===== src/mks_pkg.sv =====
// constants, register map and types of the matrix keypad scanner
// Overview of operation
// - five column drives, six pulled-up row senses
// - scanning off after reset until firmware enables it
// - timing uses a 1 kHz tick, running only with tick enable
// - idle scan: all columns low, waiting for a low row
// - low row rechecked after debounce; gone returns, held starts scan
// - debounce period 4 ms to 256 ms in 4 ms steps
// - debounce value times 4 ms, 0x3f is 252 ms, 0x00 is 256 ms
// - scan drives one column low, checks each row, then next column
// - row check interval 1 to 4 ms, independent of order
// - only a single closed key is reported
// - columns follow the order registers, rows a fixed order
// - with scanning on, results load only on a valid key
// - a valid key loads the results and sets the detection flag; the interrupt rises only with interrupt enable set
// - scanning continues without waiting for interrupt service
// - after detection wait release, debounce, restart if still pressed
// - after confirmed release drive all columns low and wait again
// - with scanning off, columns follow the column register
// - column bits 4..0 map to pins, zero drives the column low
// - row bits 5..0 reflect the row pins, zero means low
// - a dimension register limits the rows and columns considered
package mks_pkg;

    // keypad geometry
    localparam int NUM_COLS = 5;
    localparam int NUM_ROWS = 6;

    // register indices; byte address is four times the index
    localparam logic [7:0] IDX_COL  = 8'hd1;
    localparam logic [7:0] IDX_ROW  = 8'hd2;
    localparam logic [7:0] IDX_SCAN = 8'hd3;
    localparam logic [7:0] IDX_STAT = 8'hd4;
    localparam logic [7:0] IDX_ORDL = 8'hd5;
    localparam logic [7:0] IDX_ORDH = 8'hd6;
    localparam logic [7:0] IDX_DIM  = 8'hd7;
    localparam logic [7:0] IDX_MCLK = 8'hd8;
    localparam int         ADDR_W   = 12;

    // reset values
    localparam logic [4:0]  RST_COL  = 5'h1f;
    localparam logic [5:0]  RST_ROW  = 6'h3f;
    localparam logic [7:0]  RST_SCAN = 8'h00;
    localparam logic [11:0] RST_ORDL = 12'h210;
    localparam logic [7:0]  RST_ORDH = 8'h43;
    localparam logic [7:0]  RST_DIM  = 8'h65;
    localparam logic [7:0]  RST_MCLK = 8'h00;

    // field positions
    localparam int STAT_IEN  = 0;
    localparam int STAT_DET  = 1;
    localparam int STAT_SCEN = 2;
    localparam int STAT_BUSY = 3;
    localparam int MCLK_KEN  = 6;
    localparam int SC_LSB    = 0;
    localparam int DB_LSB    = 2;
    localparam int DIM_C_LSB = 0;
    localparam int DIM_R_LSB = 4;

    // timing
    localparam int CLK_PERIOD_NS  = 100;
    localparam int TICK_PERIOD_NS = 1000000;
    localparam int TICK_CYC       = TICK_PERIOD_NS / CLK_PERIOD_NS;
    localparam logic [6:0] DB_ZERO_UNITS = 7'd64;
    localparam logic [2:0] SC_ZERO_MS    = 3'd4;

    // scanner states
    typedef enum logic [2:0] {
        MKS_OFF,
        MKS_WAIT_PRESS,
        MKS_PRESS_DB,
        MKS_SCAN,
        MKS_WAIT_REL,
        MKS_REL_DB
    } mks_state_t;

endpackage : mks_pkg


===== src/mks_scanner.sv =====
// keypad scanner with apb register slave
`timescale 1ns/10ps
module mks_scanner
    import mks_pkg::*;
#(
    parameter int TICK_DIV = TICK_CYC
) (
    // apb
    input  wire logic              pclk,
    input  wire logic              presetn,
    input  wire logic              psel,
    input  wire logic              penable,
    input  wire logic              pwrite,
    input  wire logic [ADDR_W-1:0] paddr,
    input  wire logic [31:0]       pwdata,
    output logic      [31:0]       prdata,
    output logic                   pready,
    output logic                   pslverr,
    // keypad matrix
    output logic      [NUM_COLS-1:0] col_drive,
    input  wire logic [NUM_ROWS-1:0] row_sense,
    // keypad interrupt
    output logic                   key_irq
);

    localparam int TW = $clog2(TICK_DIV);

    // refuse a divider the tick counter cannot serve
    generate
        if (TICK_DIV < 2) begin : g_bad_div
            $error("mks_scanner: TICK_DIV must be at least 2");
        end
    endgenerate

    // bus interface flops
    logic [31:0]         prdata_ff;
    logic                pready_ff;
    logic                pslverr_ff;
    // software registers
    logic [4:0]          col_reg_ff;
    logic [5:0]          row_lat_ff;
    logic [7:0]          scan_ff;
    logic                ien_ff;
    logic                det_ff;
    logic                scen_ff;
    logic [11:0]         ordl_ff;
    logic [7:0]          ordh_ff;
    logic [7:0]          dim_ff;
    logic [7:0]          mclk_ff;
    logic                irq_ff;
    // scanner state
    mks_state_t          state_ff;
    mks_state_t          nxt_state;
    logic [2:0]          slot_ff;
    logic [2:0]          nxt_slot;
    logic [2:0]          rowi_ff;
    logic [2:0]          nxt_rowi;
    logic [8:0]          tmr_ff;
    logic [8:0]          nxt_tmr;
    logic [1:0]          hits_ff;
    logic [1:0]          nxt_hits;
    logic [2:0]          hcol_ff;
    logic [2:0]          nxt_hcol;
    logic [2:0]          hrow_ff;
    logic [2:0]          nxt_hrow;
    logic                load_key;
    logic [4:0]          col_out_ff;
    logic [4:0]          nxt_col_out;
    logic [5:0]          rows_ff;
    logic [TW-1:0]       tick_cnt_ff;
    logic                tick_ff;

    // apb address decode
    wire [7:0] idx      = paddr[9:2];
    wire       aligned  = (paddr[ADDR_W-1:10] == '0) && (paddr[1:0] == 2'b00);
    wire       hit_col  = aligned && (idx == IDX_COL);
    wire       hit_row  = aligned && (idx == IDX_ROW);
    wire       hit_scan = aligned && (idx == IDX_SCAN);
    wire       hit_stat = aligned && (idx == IDX_STAT);
    wire       hit_ordl = aligned && (idx == IDX_ORDL);
    wire       hit_ordh = aligned && (idx == IDX_ORDH);
    wire       hit_dim  = aligned && (idx == IDX_DIM);
    wire       hit_mclk = aligned && (idx == IDX_MCLK);
    wire       mapped   = hit_col | hit_row | hit_scan | hit_stat |
                          hit_ordl | hit_ordh | hit_dim | hit_mclk;
    wire       setup    = psel & ~penable;
    wire       wr_go    = psel & penable & pwrite & pready_ff & ~pslverr_ff;

    // per-register write strobes
    wire wr_col  = wr_go & hit_col;
    wire wr_scan = wr_go & hit_scan;
    wire wr_stat = wr_go & hit_stat;
    wire wr_ordl = wr_go & hit_ordl;
    wire wr_ordh = wr_go & hit_ordh;
    wire wr_dim  = wr_go & hit_dim;
    wire wr_mclk = wr_go & hit_mclk;

    // row register: live pins in bypass, else latched key
    wire [5:0] row_view = scen_ff ? row_lat_ff : rows_ff;
    wire busy = (state_ff != MKS_OFF) && (state_ff != MKS_WAIT_PRESS);
    wire [7:0] stat_view = {4'h0, busy, scen_ff, det_ff, ien_ff};

    // read data selection
    wire [31:0] rd_data =
        hit_col  ? {27'h0, col_reg_ff} :
        hit_row  ? {26'h0, row_view}   :
        hit_scan ? {24'h0, scan_ff}    :
        hit_stat ? {24'h0, stat_view}  :
        hit_ordl ? {20'h0, ordl_ff}    :
        hit_ordh ? {24'h0, ordh_ff}    :
        hit_dim  ? {24'h0, dim_ff}     :
        hit_mclk ? {24'h0, mclk_ff}    : 32'h0;

    // apb answer: one access cycle after each setup
    always_ff @(posedge pclk or negedge presetn) begin
        if (!presetn) begin
            pready_ff  <= 1'b0;
            pslverr_ff <= 1'b0;
            prdata_ff  <= 32'h0;
        end else begin
            pready_ff  <= setup;
            pslverr_ff <= setup & ~mapped;
            if (setup) begin
                prdata_ff <= rd_data;
            end
        end
    end

    // configuration fields
    wire [1:0] row_check_interval  = scan_ff[SC_LSB +: 2];
    wire [5:0] debounce_period  = scan_ff[DB_LSB +: 6];
    wire [2:0] dim_c   = dim_ff[DIM_C_LSB +: 3];
    wire [2:0] dim_r   = dim_ff[DIM_R_LSB +: 3];
    wire       tick_en = mclk_ff[MCLK_KEN];

    // active size, zero or too large means full
    wire [2:0] ncols = ((dim_c == 3'd0) || (dim_c > 3'(NUM_COLS))) ?
                       3'(NUM_COLS) : dim_c;
    wire [2:0] nrows = ((dim_r == 3'd0) || (dim_r > 3'(NUM_ROWS))) ?
                       3'(NUM_ROWS) : dim_r;

    // debounce ticks: value times four, zero counts as 64 units
    wire [6:0] db_units = (debounce_period == 6'h00) ? DB_ZERO_UNITS
                                            : {1'b0, debounce_period};
    wire [8:0] db_ticks = {db_units, 2'b00};
    // row check interval in ms, zero selects four
    wire [2:0] sc_ticks = (row_check_interval == 2'd0) ? SC_ZERO_MS
                                           : {1'b0, row_check_interval};

    // rows outside the active size read as released
    logic [5:0] row_act;
    genvar gr;
    generate
        for (gr = 0; gr < NUM_ROWS; gr++) begin : g_row_act
            assign row_act[gr] = (3'(gr) < nrows);
        end
    endgenerate
    wire [5:0] rows_eff = rows_ff | ~row_act;
    wire       any_low  = ~&rows_eff;

    // column order slots, one nibble each
    wire [19:0] ord_all = {ordh_ff, ordl_ff};
    logic [2:0] slot_col [NUM_COLS];
    genvar gs;
    generate
        for (gs = 0; gs < NUM_COLS; gs++) begin : g_slot
            assign slot_col[gs] = ord_all[4*gs +: 3];
        end
    endgenerate
    wire [2:0] cur_col = slot_col[slot_ff];
    wire       slot_ok = (cur_col < ncols);

    // timer events
    wire db_done    = tick_ff && (tmr_ff == db_ticks - 9'd1);
    wire sc_done    = tick_ff && (tmr_ff == {6'h0, sc_ticks} - 9'd1);
    wire last_row   = (rowi_ff == nrows - 3'd1);
    wire last_slot  = (slot_ff == 3'(NUM_COLS - 1));
    wire row_hit    = ~rows_ff[rowi_ff];
    wire [4:0] col_one_low = ~(5'h01 << cur_col);

    // 1 kHz tick, held while its enable is clear
    always_ff @(posedge pclk or negedge presetn) begin
        if (!presetn) begin
            tick_cnt_ff <= '0;
            tick_ff     <= 1'b0;
        end else if (!tick_en) begin
            tick_cnt_ff <= '0;
            tick_ff     <= 1'b0;
        end else begin
            tick_ff <= (tick_cnt_ff == TW'(TICK_DIV - 1));
            if (tick_cnt_ff == TW'(TICK_DIV - 1)) begin
                tick_cnt_ff <= '0;
            end else begin
                tick_cnt_ff <= tick_cnt_ff + TW'(1);
            end
        end
    end

    // scanner next-state logic
    always_comb begin
        nxt_state   = state_ff;
        nxt_slot    = slot_ff;
        nxt_rowi    = rowi_ff;
        nxt_tmr     = tick_ff ? tmr_ff + 9'd1 : tmr_ff;
        nxt_hits    = hits_ff;
        nxt_hcol    = hcol_ff;
        nxt_hrow    = hrow_ff;
        load_key    = 1'b0;
        nxt_col_out = 5'h00;
        if (!scen_ff) begin
            nxt_state   = MKS_OFF;
            nxt_col_out = col_reg_ff;
        end else begin
            unique case (state_ff)
                MKS_OFF: begin
                    nxt_state = MKS_WAIT_PRESS;
                    nxt_tmr   = 9'd0;
                end
                MKS_WAIT_PRESS: begin
                    nxt_tmr = 9'd0;
                    if (any_low) begin
                        nxt_state = MKS_PRESS_DB;
                    end
                end
                MKS_PRESS_DB: begin
                    if (db_done) begin
                        nxt_tmr = 9'd0;
                        nxt_slot = 3'd0;
                        nxt_rowi = 3'd0;
                        nxt_hits = 2'd0;
                        nxt_state = any_low ? MKS_SCAN
                                            : MKS_WAIT_PRESS;
                    end
                end
                MKS_SCAN: begin
                    nxt_col_out = slot_ok ? col_one_low : 5'h1f;
                    if (!slot_ok || sc_done) begin
                        nxt_tmr = 9'd0;
                        if (slot_ok && row_hit) begin
                            nxt_hits = (hits_ff == 2'd2) ? 2'd2
                                                         : hits_ff + 2'd1;
                            nxt_hcol = cur_col;
                            nxt_hrow = rowi_ff;
                        end
                        if (slot_ok && !last_row) begin
                            nxt_rowi = rowi_ff + 3'd1;
                        end else begin
                            nxt_rowi = 3'd0;
                            nxt_slot = slot_ff + 3'd1;
                            if (last_slot) begin
                                nxt_state   = MKS_WAIT_REL;
                                nxt_col_out = 5'h00;
                                load_key    = (nxt_hits == 2'd1);
                            end
                        end
                    end
                end
                MKS_WAIT_REL: begin
                    nxt_tmr = 9'd0;
                    if (!any_low) begin
                        nxt_state = MKS_REL_DB;
                    end
                end
                MKS_REL_DB: begin
                    if (db_done) begin
                        nxt_tmr = 9'd0;
                        if (!any_low) begin
                            nxt_state = MKS_WAIT_PRESS;
                        end
                    end
                end
            endcase
        end
    end

    // scanner state registers
    always_ff @(posedge pclk or negedge presetn) begin
        if (!presetn) begin
            state_ff   <= MKS_OFF;
            slot_ff    <= 3'd0;
            rowi_ff    <= 3'd0;
            tmr_ff     <= 9'd0;
            hits_ff    <= 2'd0;
            hcol_ff    <= 3'd0;
            hrow_ff    <= 3'd0;
            col_out_ff <= RST_COL;
            rows_ff    <= RST_ROW;
        end else begin
            state_ff   <= nxt_state;
            slot_ff    <= nxt_slot;
            rowi_ff    <= nxt_rowi;
            tmr_ff     <= nxt_tmr;
            hits_ff    <= nxt_hits;
            hcol_ff    <= nxt_hcol;
            hrow_ff    <= nxt_hrow;
            col_out_ff <= nxt_col_out;
            rows_ff    <= row_sense;     // rows carry pull-ups
        end
    end

    // result patterns for the identified key
    wire [4:0] key_col_pat = ~(5'h01 << nxt_hcol);
    wire [5:0] key_row_pat = ~(6'h01 << nxt_hrow);

    // column and row result registers
    always_ff @(posedge pclk or negedge presetn) begin
        if (!presetn) begin
            col_reg_ff <= RST_COL;
            row_lat_ff <= RST_ROW;
        end else if (load_key) begin
            col_reg_ff <= key_col_pat;
            row_lat_ff <= key_row_pat;
        end else if (wr_col) begin
            col_reg_ff <= pwdata[4:0];
        end
    end

    // detection flag: hardware set wins over a write-one clear
    wire det_clr = wr_stat & pwdata[STAT_DET];
    always_ff @(posedge pclk or negedge presetn) begin
        if (!presetn) begin
            det_ff <= 1'b0;
            irq_ff <= 1'b0;
        end else begin
            det_ff <= load_key | (det_ff & ~det_clr);
            irq_ff <= (load_key | (det_ff & ~det_clr)) & ien_ff;
        end
    end

    // control registers; scanning off at reset
    always_ff @(posedge pclk or negedge presetn) begin
        if (!presetn) begin
            scan_ff <= RST_SCAN;
            ien_ff  <= 1'b0;
            scen_ff <= 1'b0;
            ordl_ff <= RST_ORDL;
            ordh_ff <= RST_ORDH;
            dim_ff  <= RST_DIM;
            mclk_ff <= RST_MCLK;
        end else begin
            if (wr_scan) begin
                scan_ff <= pwdata[7:0];
            end
            if (wr_stat) begin
                ien_ff  <= pwdata[STAT_IEN];
                scen_ff <= pwdata[STAT_SCEN];
            end
            if (wr_ordl) begin
                ordl_ff <= pwdata[11:0];
            end
            if (wr_ordh) begin
                ordh_ff <= pwdata[7:0];
            end
            if (wr_dim) begin
                dim_ff <= pwdata[7:0];
            end
            if (wr_mclk) begin
                mclk_ff <= pwdata[7:0];
            end
        end
    end

    // outputs straight from flops
    assign prdata    = prdata_ff;
    assign pready    = pready_ff;
    assign pslverr   = pslverr_ff;
    assign col_drive = col_out_ff;
    assign key_irq   = irq_ff;

endmodule : mks_scanner


===== config.mk =====
export PLATFORM = sky130hd
export DESIGN_NAME = mks_scanner
export DESIGN_NICKNAME = d
export VERILOG_FILES = /design/src/mks_pkg.sv /design/src/mks_scanner.sv
export SDC_FILE = /design/constraint.sdc
export NUM_CORES = 1
export LEC_CHECK = 0
export BUFFER_PORTS_ARGS = -buffer_cell sky130_fd_sc_hd__buf_2
export CAP_MARGIN = 15
export CORE_MARGIN = 4
export CORE_UTILIZATION = 45
export DETAILED_ROUTE_END_ITERATION = 10
export HOLD_SLACK_MARGIN = 0.1
export PLACE_DENSITY = 0.79
export REMOVE_ABC_BUFFERS = 1
export SYNTH_ARGS = -nofsm -noshare
export SYNTH_HDL_FRONTEND = slang
export SYNTH_SLANG_ARGS = --single-unit

===== constraint.sdc =====
create_clock -name pclk -period 3.56 [get_ports pclk]
set_input_delay 0.534 -clock pclk [delete_from_list [all_inputs] [get_ports pclk]]
set_output_delay 0.534 -clock pclk [all_outputs]
set_load 0.05 [all_outputs]

==> results.md, run 1 <==
* Crit-path leading delay family: multiplexers
* Max Buffers Root-to-Sink at 2
* Final hold vios at 0
* Area Growth Syn to Fin at 16.0%
* Pleak at 0.00368 uW
* DPL Wire Length at 12.0 mm
* Area fraction in compound gates after synthesis at 0.116
* Detailed Route Iter0 Violations at 429
* Vias in the first global route at 5,325
* Total CTS buffers at 17
* Share of layout cells above drive strength 1 at 0.282
* Routed wire length at 16.9 mm
* Clock latency on the worst-skew pair at 0.43 ns
* Per-cell routed wire length at 17.5 um
* Die Ht at 133 um
* Worst-path fanout max at 13
* Ys flop type: dfrtp_1
* Total of warnings raised by yosys at 0
* Fin nets at 813
* CTS tree: done
* Tightest Pin Transition at 0.846 ns
* Number of routed nets with antenna violations at 0
* Worst Path Required at 3.92 ns
* Buffers on Ports at 54
* Setup TNS at 0 ns
* Fin crit share at 0.936
* Hold buffers post-CTS at 0
* Post-synthesis sequential area ratio at 0.451
* Vias at 5,372
* DRC errors left at 0
* Synth Instances at 679
* Rows at 45
* TritonCTS Sinks at 125
* Worst VDD drop at 0.350 mV
* Crit path buf inv count at 2
* Crit end category: register
* CP max-delay cell: mux4_1
* Max_cap viols at 0
* Mapped Area at 0.00702 sq mm
* Critical path class: register to register
* I/O pins at 95
* Status: finished clean
* Largest net degree at the start of global routing at 84
* Clock Pin Slew Worst Setup and Hold Paths at 0.06 ns
* Global-route wire length before repair at 28.1 mm
* Synth Area in Adders at 0.0214
* Starting Density at 0.460
* Post-synth cell types at 77
* Die width at 133 um
* P per Cell Area at 426 mW/mm^2
* Post-synthesis register bit count at 125
* CP max stage delay at 0.57 ns
* Fin crit period at 3.33 ns
* Crit path cell chain: mux4_1 > inv_1 > o21ai_1 > ha_1 > o21ai_2 > nand2b_1 > a22oi_2 > o21ai_4 > mux2i_1 > or4b_1 > buf_6 > mux2_4
* Main combinational cell family by area after synthesis: simple AND/OR/NAND/NOR gates
* Arrival time worst endpoint at 3.69 ns
* Detailed Routing Iterations Pass 1 at 7
* N_diodes at 0
* GPL Wtd Cong at 0.915
* Post-Synth XOR/XNOR Area at 0.0399
* Post-synthesis simple-gate area fraction at 0.167
* Final Setup Violations at 0
* GR Overflow Total at 0
* Commonest cells after routing, fill and taps aside: 94 x dfrtp_1, 67 x nor2_1, 55 x nand2_1, 53 x buf_2, 52 x mux2_2
* Unrepaired setup endpoints after global routing: no
* Mux contribution to synthesized area at 0.151
* Relative slew slack at 0.431
* Commonest non-fill, non-tap cell in the layout: dfrtp_1
* Core area at 0.0153 sq mm
* Initial antenna violation count at 0
* Post-synth EDFFs at 0
* Clock Skews at 0.0103 ns
* Die area at 0.0177 sq mm
* GRT Total Usage at 0.202
* H-tree depth at 4
* Asr flop ratio synth at 1.00
* Worst hold path type: input port to asynchronous set/reset pin
* CP startpoint kind: register
* CTS root buf: clkbuf_16
* Slew Viols, Final at 0
* Post-synthesis average cell area at 10.3 sq um
* Fill count at 1,316
* Fmax at 300 MHz
* Final design utilization at 0.534
* Drt via density at 5.54
## synthesized netlist by cell type, types with 10 or more instances
cell	instances	share of area
inv_1	26	0.014
nand2_1	55	0.029
nor2_1	67	0.036
xnor2_1	16	0.020
o21ai_0	28	0.020
dfstp_2	31	0.12
mux2i_1	38	0.054
nand3_1	15	0.011
ha_1	12	0.021
dfrtp_1	94	0.33
a21oi_1	14	0.010
clkbuf_1	13	0.0069
nor3_1	12	0.0086
o22ai_1	10	0.0089
nor2b_1	11	0.0098
xor2_1	16	0.020
buf_4	22	0.024
and3_1	10	0.0089
mux2_2	52	0.083
## timing repair
item                                    4_1_cts  5_1_grt
resized for setup                             0        3
setup buffers                                 0        0
endpoints found under the setup margin        0        6
## layer usage
layer,GRT usage,up-vias,wire length (um)
met5,0,-,0
met4,0.0693,0,262
met3,0.0494,24,1120
met2,0.314,198,8070
met1,0.276,2627,7480
li1,-,2523,-
## path summary, 6_finish.rpt
check	from	end	slack [ns]	cells after the start
worst max register to register	slot_ff[0]$_DFFE_PN0P_	row_lat_ff[4]$_DFFE_PN1N_	0.23	12
worst min register to register	prdata[8]$_DFFE_PN0P_	prdata[8]$_DFFE_PN0P_	0.48	2
worst min-delay path	presetn	tmr_ff[4]$_DFF_PN0_	0.10	1
worst max-delay path	slot_ff[0]$_DFFE_PN0P_	row_lat_ff[4]$_DFFE_PN1N_	0.23	12
min in group pclk	row_sense[1]	rows_ff[1]$_DFF_PN1_	0.20	1
max in group asynchronous	presetn	ordh_ff[0]$_DFFE_PN1P_	2.61	2
## registers in the layout, indices dropped and copies added (netlist names), 5 cells and up
signal and flops:
mclk_ff 8, col_drive 5, col_reg_ff 5, ordh_ff 8, tmr_ff 9, prdata 12, tick_cnt_ff 14, row_lat_ff 6
ordl_ff 12, rows_ff 6, dim_ff 8, scan_ff 8
## report_power, final
part,leakage [uW],internal (uW),switching (uW)
Combinational,0.00176,40.6,151
Sequential,0.00162,1440,7.07
Clock,0.000302,1170,661
Total,0.00368,2650,819
## area by class of cell
type	instances	area, sq um	area share
clock buffer	19	433	0.0531
sequential	125	3170	0.389
multi-input combinational	502	3560	0.437
clock inverter	13	186	0.0229
tap	211	264	0.0324
inverter	27	101	0.0124
timing repair buffer	73	432	0.0530
## per-stage QoR
step / cells / cell area (sq um) / hold slack, ns / setup slack [ns] / power (uW)
2_1_floorplan: 654 / 6820 / 0.238 / 0.101 / 1570
3_3_place_gp: 938 / 7520 / 0.462 / 0.287 / 1660
3_5_place_dp: 938 / 7520 / 0.470 / 0.266 / 1660
4_1_cts: 970 / 8140 / 0.114 / 0.223 / 3490
5_1_grt: 970 / 8150 / 0.139 / 0.0109 / 3570
6_report: 970 / 8150 / 0.103 / 0.227 / 3470
## worst reg2reg max path: stages, from the launching register on
cell	delay [ns]
dfrtp_1	0.41
mux4_1	0.57
inv_1	0.06
o21ai_1	0.09
ha_1	0.33
o21ai_2	0.15
nand2b_1	0.10
a22oi_2	0.24
o21ai_4	0.13
mux2i_1	0.17
or4b_1	0.53
buf_6	0.19
mux2_4	0.31
## cell families (layout without fill, tap and decap cells)
group | Yosys count | count (layout)
xor+xnor | 32 | 32
fa+ha+maj | 12 | 12
flops | 125 | 125
other cells | 1 | 20
mux | 95 | 95
buf+inv | 71 | 132
compound gates | 114 | 114
simple gates | 229 | 229
(Power assumes the default switching activity.)
==> inputs of run 2 (changes only) <==
--- a/config.mk
+++ b/config.mk
@@ -11,6 +11,7 @@
 export CORE_UTILIZATION = 45
 export DETAILED_ROUTE_END_ITERATION = 10
 export HOLD_SLACK_MARGIN = 0.1
+export MAX_ROUTING_LAYER = met4
 export PLACE_DENSITY = 0.79
 export REMOVE_ABC_BUFFERS = 1
 export SYNTH_ARGS = -nofsm -noshare
==> run 2 against run 1 <==
Effect of this change: power decreased by 0.11%; sequential power about the same; die area unchanged; core utilization unchanged; critical endpoint unchanged; largest cell class unchanged; largest power group unchanged.
==> results.md, run 2 (synthesis gave the netlist of run 1 again) <==
* DRC errors left at 0 (unchanged)
* Buffers on Ports at 54 (unchanged)
* Critical path class: register to register
* Fin cells at 970 (unchanged)
* CTS root buf: clkbuf_16
* Final Total Pwr at 3470 uW (-0.11%)
* Worst VDD drop at 0.345 mV (-1.2%)
* CP max-delay cell: mux4_1
* Global-route wire length before repair at 28.0 mm (-0.25%)
* N_diodes at 0 (unchanged)
* Clock Pin Slew Worst Setup and Hold Paths at 0.06 ns (about the same)
* Final Setup Violations at 0 (unchanged)
* Status: finished clean
* Largest net degree at the start of global routing at 84 (unchanged)
* Total CTS buffers at 17 (unchanged)
* Worst reg2reg startpoint: slot_ff[0]$_DFFE_PN0P_
* Final hold vios at 0 (unchanged)
* Worst-path fanout max at 13 (unchanged)
* CP startpoint kind: register
* Core area at 0.0153 sq mm (unchanged)
* GPL Wtd Cong at 0.931 (+1.7%)
* Initial antenna violation count at 0 (unchanged)
* Area occupied by multi-input gates at 0.00356 sq mm (unchanged)
* Fin nets at 813 (unchanged)
* Fin crit share at 0.931 (-0.00515)
* Worst hold path type: input port to asynchronous set/reset pin
* Top reg by flops: tick_cnt_ff
* Clock Skews at 0.0112 ns (+0.000858 ns)
* Crit path cell chain: mux4_1 > inv_1 > o21ai_1 > ha_1 > o21ai_2 > nand2b_1 > a22oi_2 > o21ai_4 > mux2i_1 > or4b_1 > buf_6 > mux2_4
* Clock latency on the worst-skew pair at 0.43 ns (about the same)
* GRT Total Usage at 0.207 (+0.00505)
* Net Sw Frac at 0.235 (-0.000887)
* CP max stage delay at 0.56 ns (about the same)
* GR Overflow Total at 0 (unchanged)
* Storage element area at 0.00317 sq mm (unchanged)
* Per-cell routed wire length at 17.4 um (-0.34%)
* Pleak at 0.00368 uW (unchanged)
* Setup TNS at 0 ns (unchanged)
* Cells after DPL at 938 (unchanged)
* P per Cell Area at 426 mW/mm^2 (-0.11%)
* Vias in the first global route at 5,320 (-0.094%)
* Relative slew slack at 0.445 (+0.0139)
* Rows at 45 (unchanged)
* Slew Viols, Final at 0 (unchanged)
* Design internal power at 2650 uW (about the same)
* Die Ht at 133 um (unchanged)
* Clock share of power at 0.528 (about the same)
* Arrival time worst endpoint at 3.67 ns (-0.02 ns)
* Worst Path Required at 3.92 ns (about the same)
* Drt via density at 5.57 (+0.65%)
* Detailed Route Iter0 Violations at 469 (+9.3%)
* Detailed Routing Iterations Pass 1 at 8 (+1)
* CTS tree: done
* Fmax at 302 MHz (+0.55%)
* Commonest cells after routing, fill and taps aside: 94 x dfrtp_1, 67 x nor2_1, 55 x nand2_1, 53 x buf_2, 52 x mux2_2
* Commonest non-fill, non-tap cell in the layout: dfrtp_1
* Number of routed nets with antenna violations at 0 (unchanged)
* TritonCTS Sinks at 125 (unchanged)
* Sequential share of power at 0.416 (about the same)
* Routed wire length at 16.9 mm (-0.34%)
* H-tree depth at 4 (unchanged)
* Die width at 133 um (unchanged)
* Vias at 5,407 (+0.65%)
* Sw Pwr at 815 uW (-0.48%)
* Max Buffers Root-to-Sink at 2 (unchanged)
* Max_cap viols at 0 (unchanged)
* Starting Density at 0.460 (unchanged)
* Hold buffers post-CTS at 0 (unchanged)
* Comb pwr share at 0.055 (about the same)
* Unrepaired setup endpoints after global routing: no
* Largest register FFs at 14 (unchanged)
* Share of layout cells above drive strength 1 at 0.282 (unchanged)
* Fin crit period at 3.31 ns (-0.0183 ns)
* I/O pins at 95 (unchanged)
* Crit end category: register
* Crit path launch: slot_ff[0]$_DFFE_PN0P_
* Tightest Pin Transition at 0.825 ns (-0.0207 ns)
* Area Growth Syn to Fin at 16.0% (unchanged)
* Die area at 0.0177 sq mm (unchanged)
* DPL Wire Length at 12.0 mm (unchanged)
* Fill count at 1,316 (unchanged)
-- run 2: layer usage --
| layer | global-route usage | up-vias | wire length (um) |
|---|---|---|---|
| met3 | 0.0475 | 18 | 920 |
| met4 | 0.0589 | 0 | 199 |
| met2 | 0.313 | 182 | 8060 |
| met1 | 0.279 | 2688 | 7700 |
| li1 | - | 2519 | - |
| met5 | - | - | 0 |
-- run 2: final cells by class --
| cell class | instances | share of cell area |
|---|---|---|
| clock buffer | 19 | 0.0531 |
| clock inverter | 13 | 0.0229 |
| inverter | 27 | 0.0124 |
| multi-input combinational | 502 | 0.437 |
| sequential | 125 | 0.389 |
| tap | 211 | 0.0324 |
| timing repair buffer | 73 | 0.0530 |
-- run 2: path summary, 6_finish.rpt --
kind	endpoint	slack (ns)	cells after the start
max in group asynchronous	ordh_ff[0]$_DFFE_PN1P_	2.61	2
setup reg to reg	row_lat_ff[4]$_DFFE_PN1N_	0.25	12
hold reg to reg	prdata[8]$_DFFE_PN0P_	0.49	2
setup / recovery	row_lat_ff[4]$_DFFE_PN1N_	0.25	12
hold / removal	tmr_ff[4]$_DFF_PN0_	0.10	1
min in group pclk	rows_ff[1]$_DFF_PN1_	0.20	1
-- run 2: power by group through the flow --
| stage | sequential (uW) | combinational (uW) | clock (uW) |
|---|---|---|---|
| floorplan | 1490 | 82.6 | 0 |
| finish | 1440 | 192 | 1830 |
| detailed placement | 1470 | 192 | 0 |
| global route | 1440 | 208 | 1920 |
| global placement | 1470 | 190 | 0 |
| CTS | 1440 | 193 | 1860 |
-- run 2: worst max-delay path, delay by kind of cell (launching register included) --
family                   cells  cell delay (ns)
AO/OA/AOI/OAI                4             0.60
adder cells (fa/ha/maj)      1             0.33
multiplexers                 3             1.03
buffers and inverters        2             0.26
flip-flops                   1             0.41
AND/OR/NAND/NOR              2             0.62
-- run 2: timing repair --
action                     CTS  global route
setup endpoints to repair    0             7
setup buffers                0             0
gates resized for setup      0             3
-- run 2: through the flow --
stage                     instance area, sq um  worst slack [ns]  utilization  hold WS, ns
after global routing                      8150           0.00949        0.534        0.142
after floorplan                           6820             0.101            -        0.238
after global placement                    7520             0.287        0.493        0.462
final                                     8150             0.246        0.534        0.104
after detailed placement                  7520             0.266        0.493        0.470
after CTS                                 8140             0.223        0.533        0.114
==> inputs of run 3 (changes only) <==
--- a/config.mk
+++ b/config.mk
@@ -7,9 +7,11 @@
 export LEC_CHECK = 0
 export BUFFER_PORTS_ARGS = -buffer_cell sky130_fd_sc_hd__buf_2
 export CAP_MARGIN = 15
+export CORE_ASPECT_RATIO = 0.5
 export CORE_MARGIN = 4
 export CORE_UTILIZATION = 45
 export DETAILED_ROUTE_END_ITERATION = 10
+export GPL_TIMING_DRIVEN = 0
 export HOLD_SLACK_MARGIN = 0.1
 export MAX_ROUTING_LAYER = met4
 export PLACE_DENSITY = 0.79
==> run 3 against run 2 <==
Effect of this change: sequential cell count stayed put; final area shrank 0.71%; sequential power hardly changed; routed wire length rose by 2.0%; worst hold slack better by 0.11 ns; sequential share of layout area increased by 0.29 points; cell count shrank 2.7%; register-to-register slack got worse by 0.14 ns; power increased by 1.6%; first-iteration DRC count rose by 8.5%; non-clock buffer count down 14; count of clock-buffer cells in the layout increased by 2.
==> results.md, run 3 (synthesis gave the netlist of run 1 again) <==
* Fill count at 1,222 (-7.1%)
* H-tree depth at 4 (unchanged)
* Global-route wire length before repair at 27.9 mm (-0.35%)
* P per Cell Area at 436 mW/mm^2 (+2.4%)
* Core area at 0.0149 sq mm (-2.6%)
* Detailed Route Iter0 Violations at 509 (+8.5%)
* Fin nets at 799 (-1.7%)
* Top layer in use: met4
* Worst VDD drop at 0.391 mV (+13%)
* Number of routed nets with antenna violations at 0 (unchanged)
* Status: finished clean
* CTS root buf: clkbuf_16
* Drt via density at 5.70 (+2.2%)
* CP startpoint kind: register
* Cells after DPL at 908 (-3.2%)
* Crit path buf inv count at 1 (-1)
* Fin crit period at 3.45 ns (+0.136 ns)
* Crit-path leading delay family: multiplexers
* Starting Density at 0.473 (+0.0125)
* Final design area excluding fillers at 0.00809 sq mm (-0.71%)
* DPL Wire Length at 11.9 mm (-0.82%)
* Per-cell routed wire length at 18.2 um (+4.8%)
* Met3 wire length at 1.29 mm (+41%)
* Placed instance area at 0.00739 sq mm (-1.6%)
* Clock Skews at 0.00862 ns (-0.00258 ns)
* Arrival time worst endpoint at 3.79 ns (+0.12 ns)
* Commonest cells after routing, fill and taps aside: 93 x dfrtp_1, 67 x nor2_1, 55 x nand2_1, 53 x buf_2, 52 x mux2_2
* DRC errors left at 0 (unchanged)
* Max Buffers Root-to-Sink at 2 (unchanged)
* Unrepaired setup endpoints after global routing: no
* Worst Path Required at 3.90 ns (-0.02 ns)
* Die width at 185 um (+39%)
* GPL Wtd Cong at 0.885 (-4.9%)
* Detailed Routing Iterations Pass 1 at 7 (-1)
* Commonest non-fill, non-tap cell in the layout: dfrtp_1
* Largest net degree at the start of global routing at 85 (+1.2%)
* Buffers on Ports at 54 (unchanged)
* Met1 Wirelength at 7.39 mm (-4.0%)
* Final hold vios at 0 (unchanged)
* Die area at 0.0178 sq mm (+0.69%)
* Fin cells at 944 (-2.7%)
* Area Growth Syn to Fin at 15.1%
* Crit path cell chain: mux4_1 > inv_1 > o21ai_2 > ha_1 > o21ai_1 > nand2b_1 > a22oi_2 > o21ai_4 > mux2i_1 > or4b_4 > mux2_4
* DR WL met2 at 8.13 mm (+0.89%)
* Largest register FFs at 14 (unchanged)
* Fmax at 290 MHz (-4.0%)
* Worst-path fanout max at 13 (unchanged)
* Initial antenna violation count at 1 (+1)
* Worst hold path type: input port to register
* Fin crit share at 0.969 (+0.0383)
* Vias at 5,379 (-0.52%)
* Pleak at 0.00362 uW (-1.4%)
* CTS tree: done
* Max_cap viols at 0 (unchanged)
* Slew Viols, Final at 0 (unchanged)
* Tightest Pin Transition at 1.20 ns (+0.379 ns)
* Rows at 31 (-31%)
* Die Ht at 96.3 um (-28%)
* Relative slew slack at 0.194 (-0.251)
* Total CTS buffers at 17 (unchanged)
* TritonCTS Sinks at 125 (unchanged)
* Critical path class: register to register
* GR Overflow Total at 0 (unchanged)
* CP max-delay cell: or4b_4
* Crit end category: register
* Final Setup Violations at 0 (unchanged)
* Vias in the first global route at 5,434 (+2.1%)
* Hold Slack at 0.215 ns (+0.111 ns)
* GRT Total Usage at 0.207 (+0.000375)
* Share of layout cells above drive strength 1 at 0.271 (-0.0108)
* Clock Pin Slew Worst Setup and Hold Paths at 0.05 ns (about the same)
* CP max stage delay at 0.64 ns (+0.08 ns)
* Top reg by flops: tick_cnt_ff
* Routed wire length at 17.2 mm (+2.0%)
* I/O pins at 95 (unchanged)
* Clock latency on the worst-skew pair at 0.42 ns (about the same)
==> run 3: cell count changes in the layout (fill, tap and decap cells not counted), sizes merged <==
cell	change
clkinvlp	-1
bufinv	+1
buf	-15
diode	+1
dlygate4sd3	+1
inv	-3
clkinv	+1
clkbuf	+2
==> run 3: where the power goes <==
group | switching, uW | internal [uW] | total (uW) | leakage (uW)
combinational | 151 | 41.8 | 193 | 0.00169
sequential | 7.54 | 1440 | 1440 | 0.00161
clock | 627 | 1260 | 1890 | 0.000315
total | 785 | 2740 | 3520 | 0.00362
==> run 3: area by class of cell <==
type                       instances  area [sq um]  area share
multi-input combinational        502          3590       0.443
sequential                       125          3170       0.392
clock buffer                      21           450      0.0557
timing repair buffer              59           340      0.0421
tap                              198           248      0.0306
clock inverter                    11           191      0.0237
inverter                          27           101      0.0125
antenna                            1          2.50    0.000309
==> run 3: repair_timing <==
| item | in CTS | in global routing |
|---|---|---|
| hold buffers | 1 | 0 |
| setup buffers | 0 | 2 |
| pin swaps | 1 | 0 |
| endpoints found under the setup margin | 31 | 16 |
| hold endpoints to repair | 29 | 0 |
| cloned | 0 | 0 |
| resized for setup | 5 | 3 |
==> run 3: routing by layer <==
metal,track usage,vias up
met2,0.328,208
li1,-,2496
met1,0.259,2637
met5,-,-
met3,0.0517,38
met4,0.0824,0
==> run 3: stage by stage <==
stage / power (uW) / utilization / TNS, ns / worst slack (ns)
2_1_floorplan: 1570 / - / 0 / 0.101
3_3_place_gp: 1650 / 0.494 / -18.19 / -1.07
3_5_place_dp: 1660 / 0.498 / -6.91 / -0.507
4_1_cts: 3540 / 0.543 / 0 / 0.0121
5_1_grt: 3620 / 0.544 / 0 / 0.0469
6_report: 3520 / 0.544 / 0 / 0.109
==> run 3: worst paths after layout <==
check / end / startpoint / slack [ns] / depth (start not counted)
max: row_lat_ff[3]$_DFFE_PN1N_ / slot_ff[0]$_DFFE_PN0P_ / 0.11 / 11
min: rows_ff[1]$_DFF_PN1_ / row_sense[1] / 0.22 / 1
min reg2reg: prdata[10]$_DFFE_PN0P_ / prdata[10]$_DFFE_PN0P_ / 0.47 / 2
max in group asynchronous: dim_ff[0]$_DFFE_PN1P_ / presetn / 2.19 / 3
min in group asynchronous: tick_cnt_ff[9]$_DFF_PN0_ / presetn / 0.59 / 2
max reg2reg: row_lat_ff[3]$_DFFE_PN1N_ / slot_ff[0]$_DFFE_PN0P_ / 0.11 / 11
==> run 3: worst reg2reg max path, delay by kind of cell, from the launching register on <==
kind	cells	cell delay, ns
AO/OA/AOI/OAI	4	0.68
multiplexers	3	1.07
adder cells (fa/ha/maj)	1	0.34
buffers and inverters	1	0.10
flip-flops	1	0.43
AND/OR/NAND/NOR	2	0.76
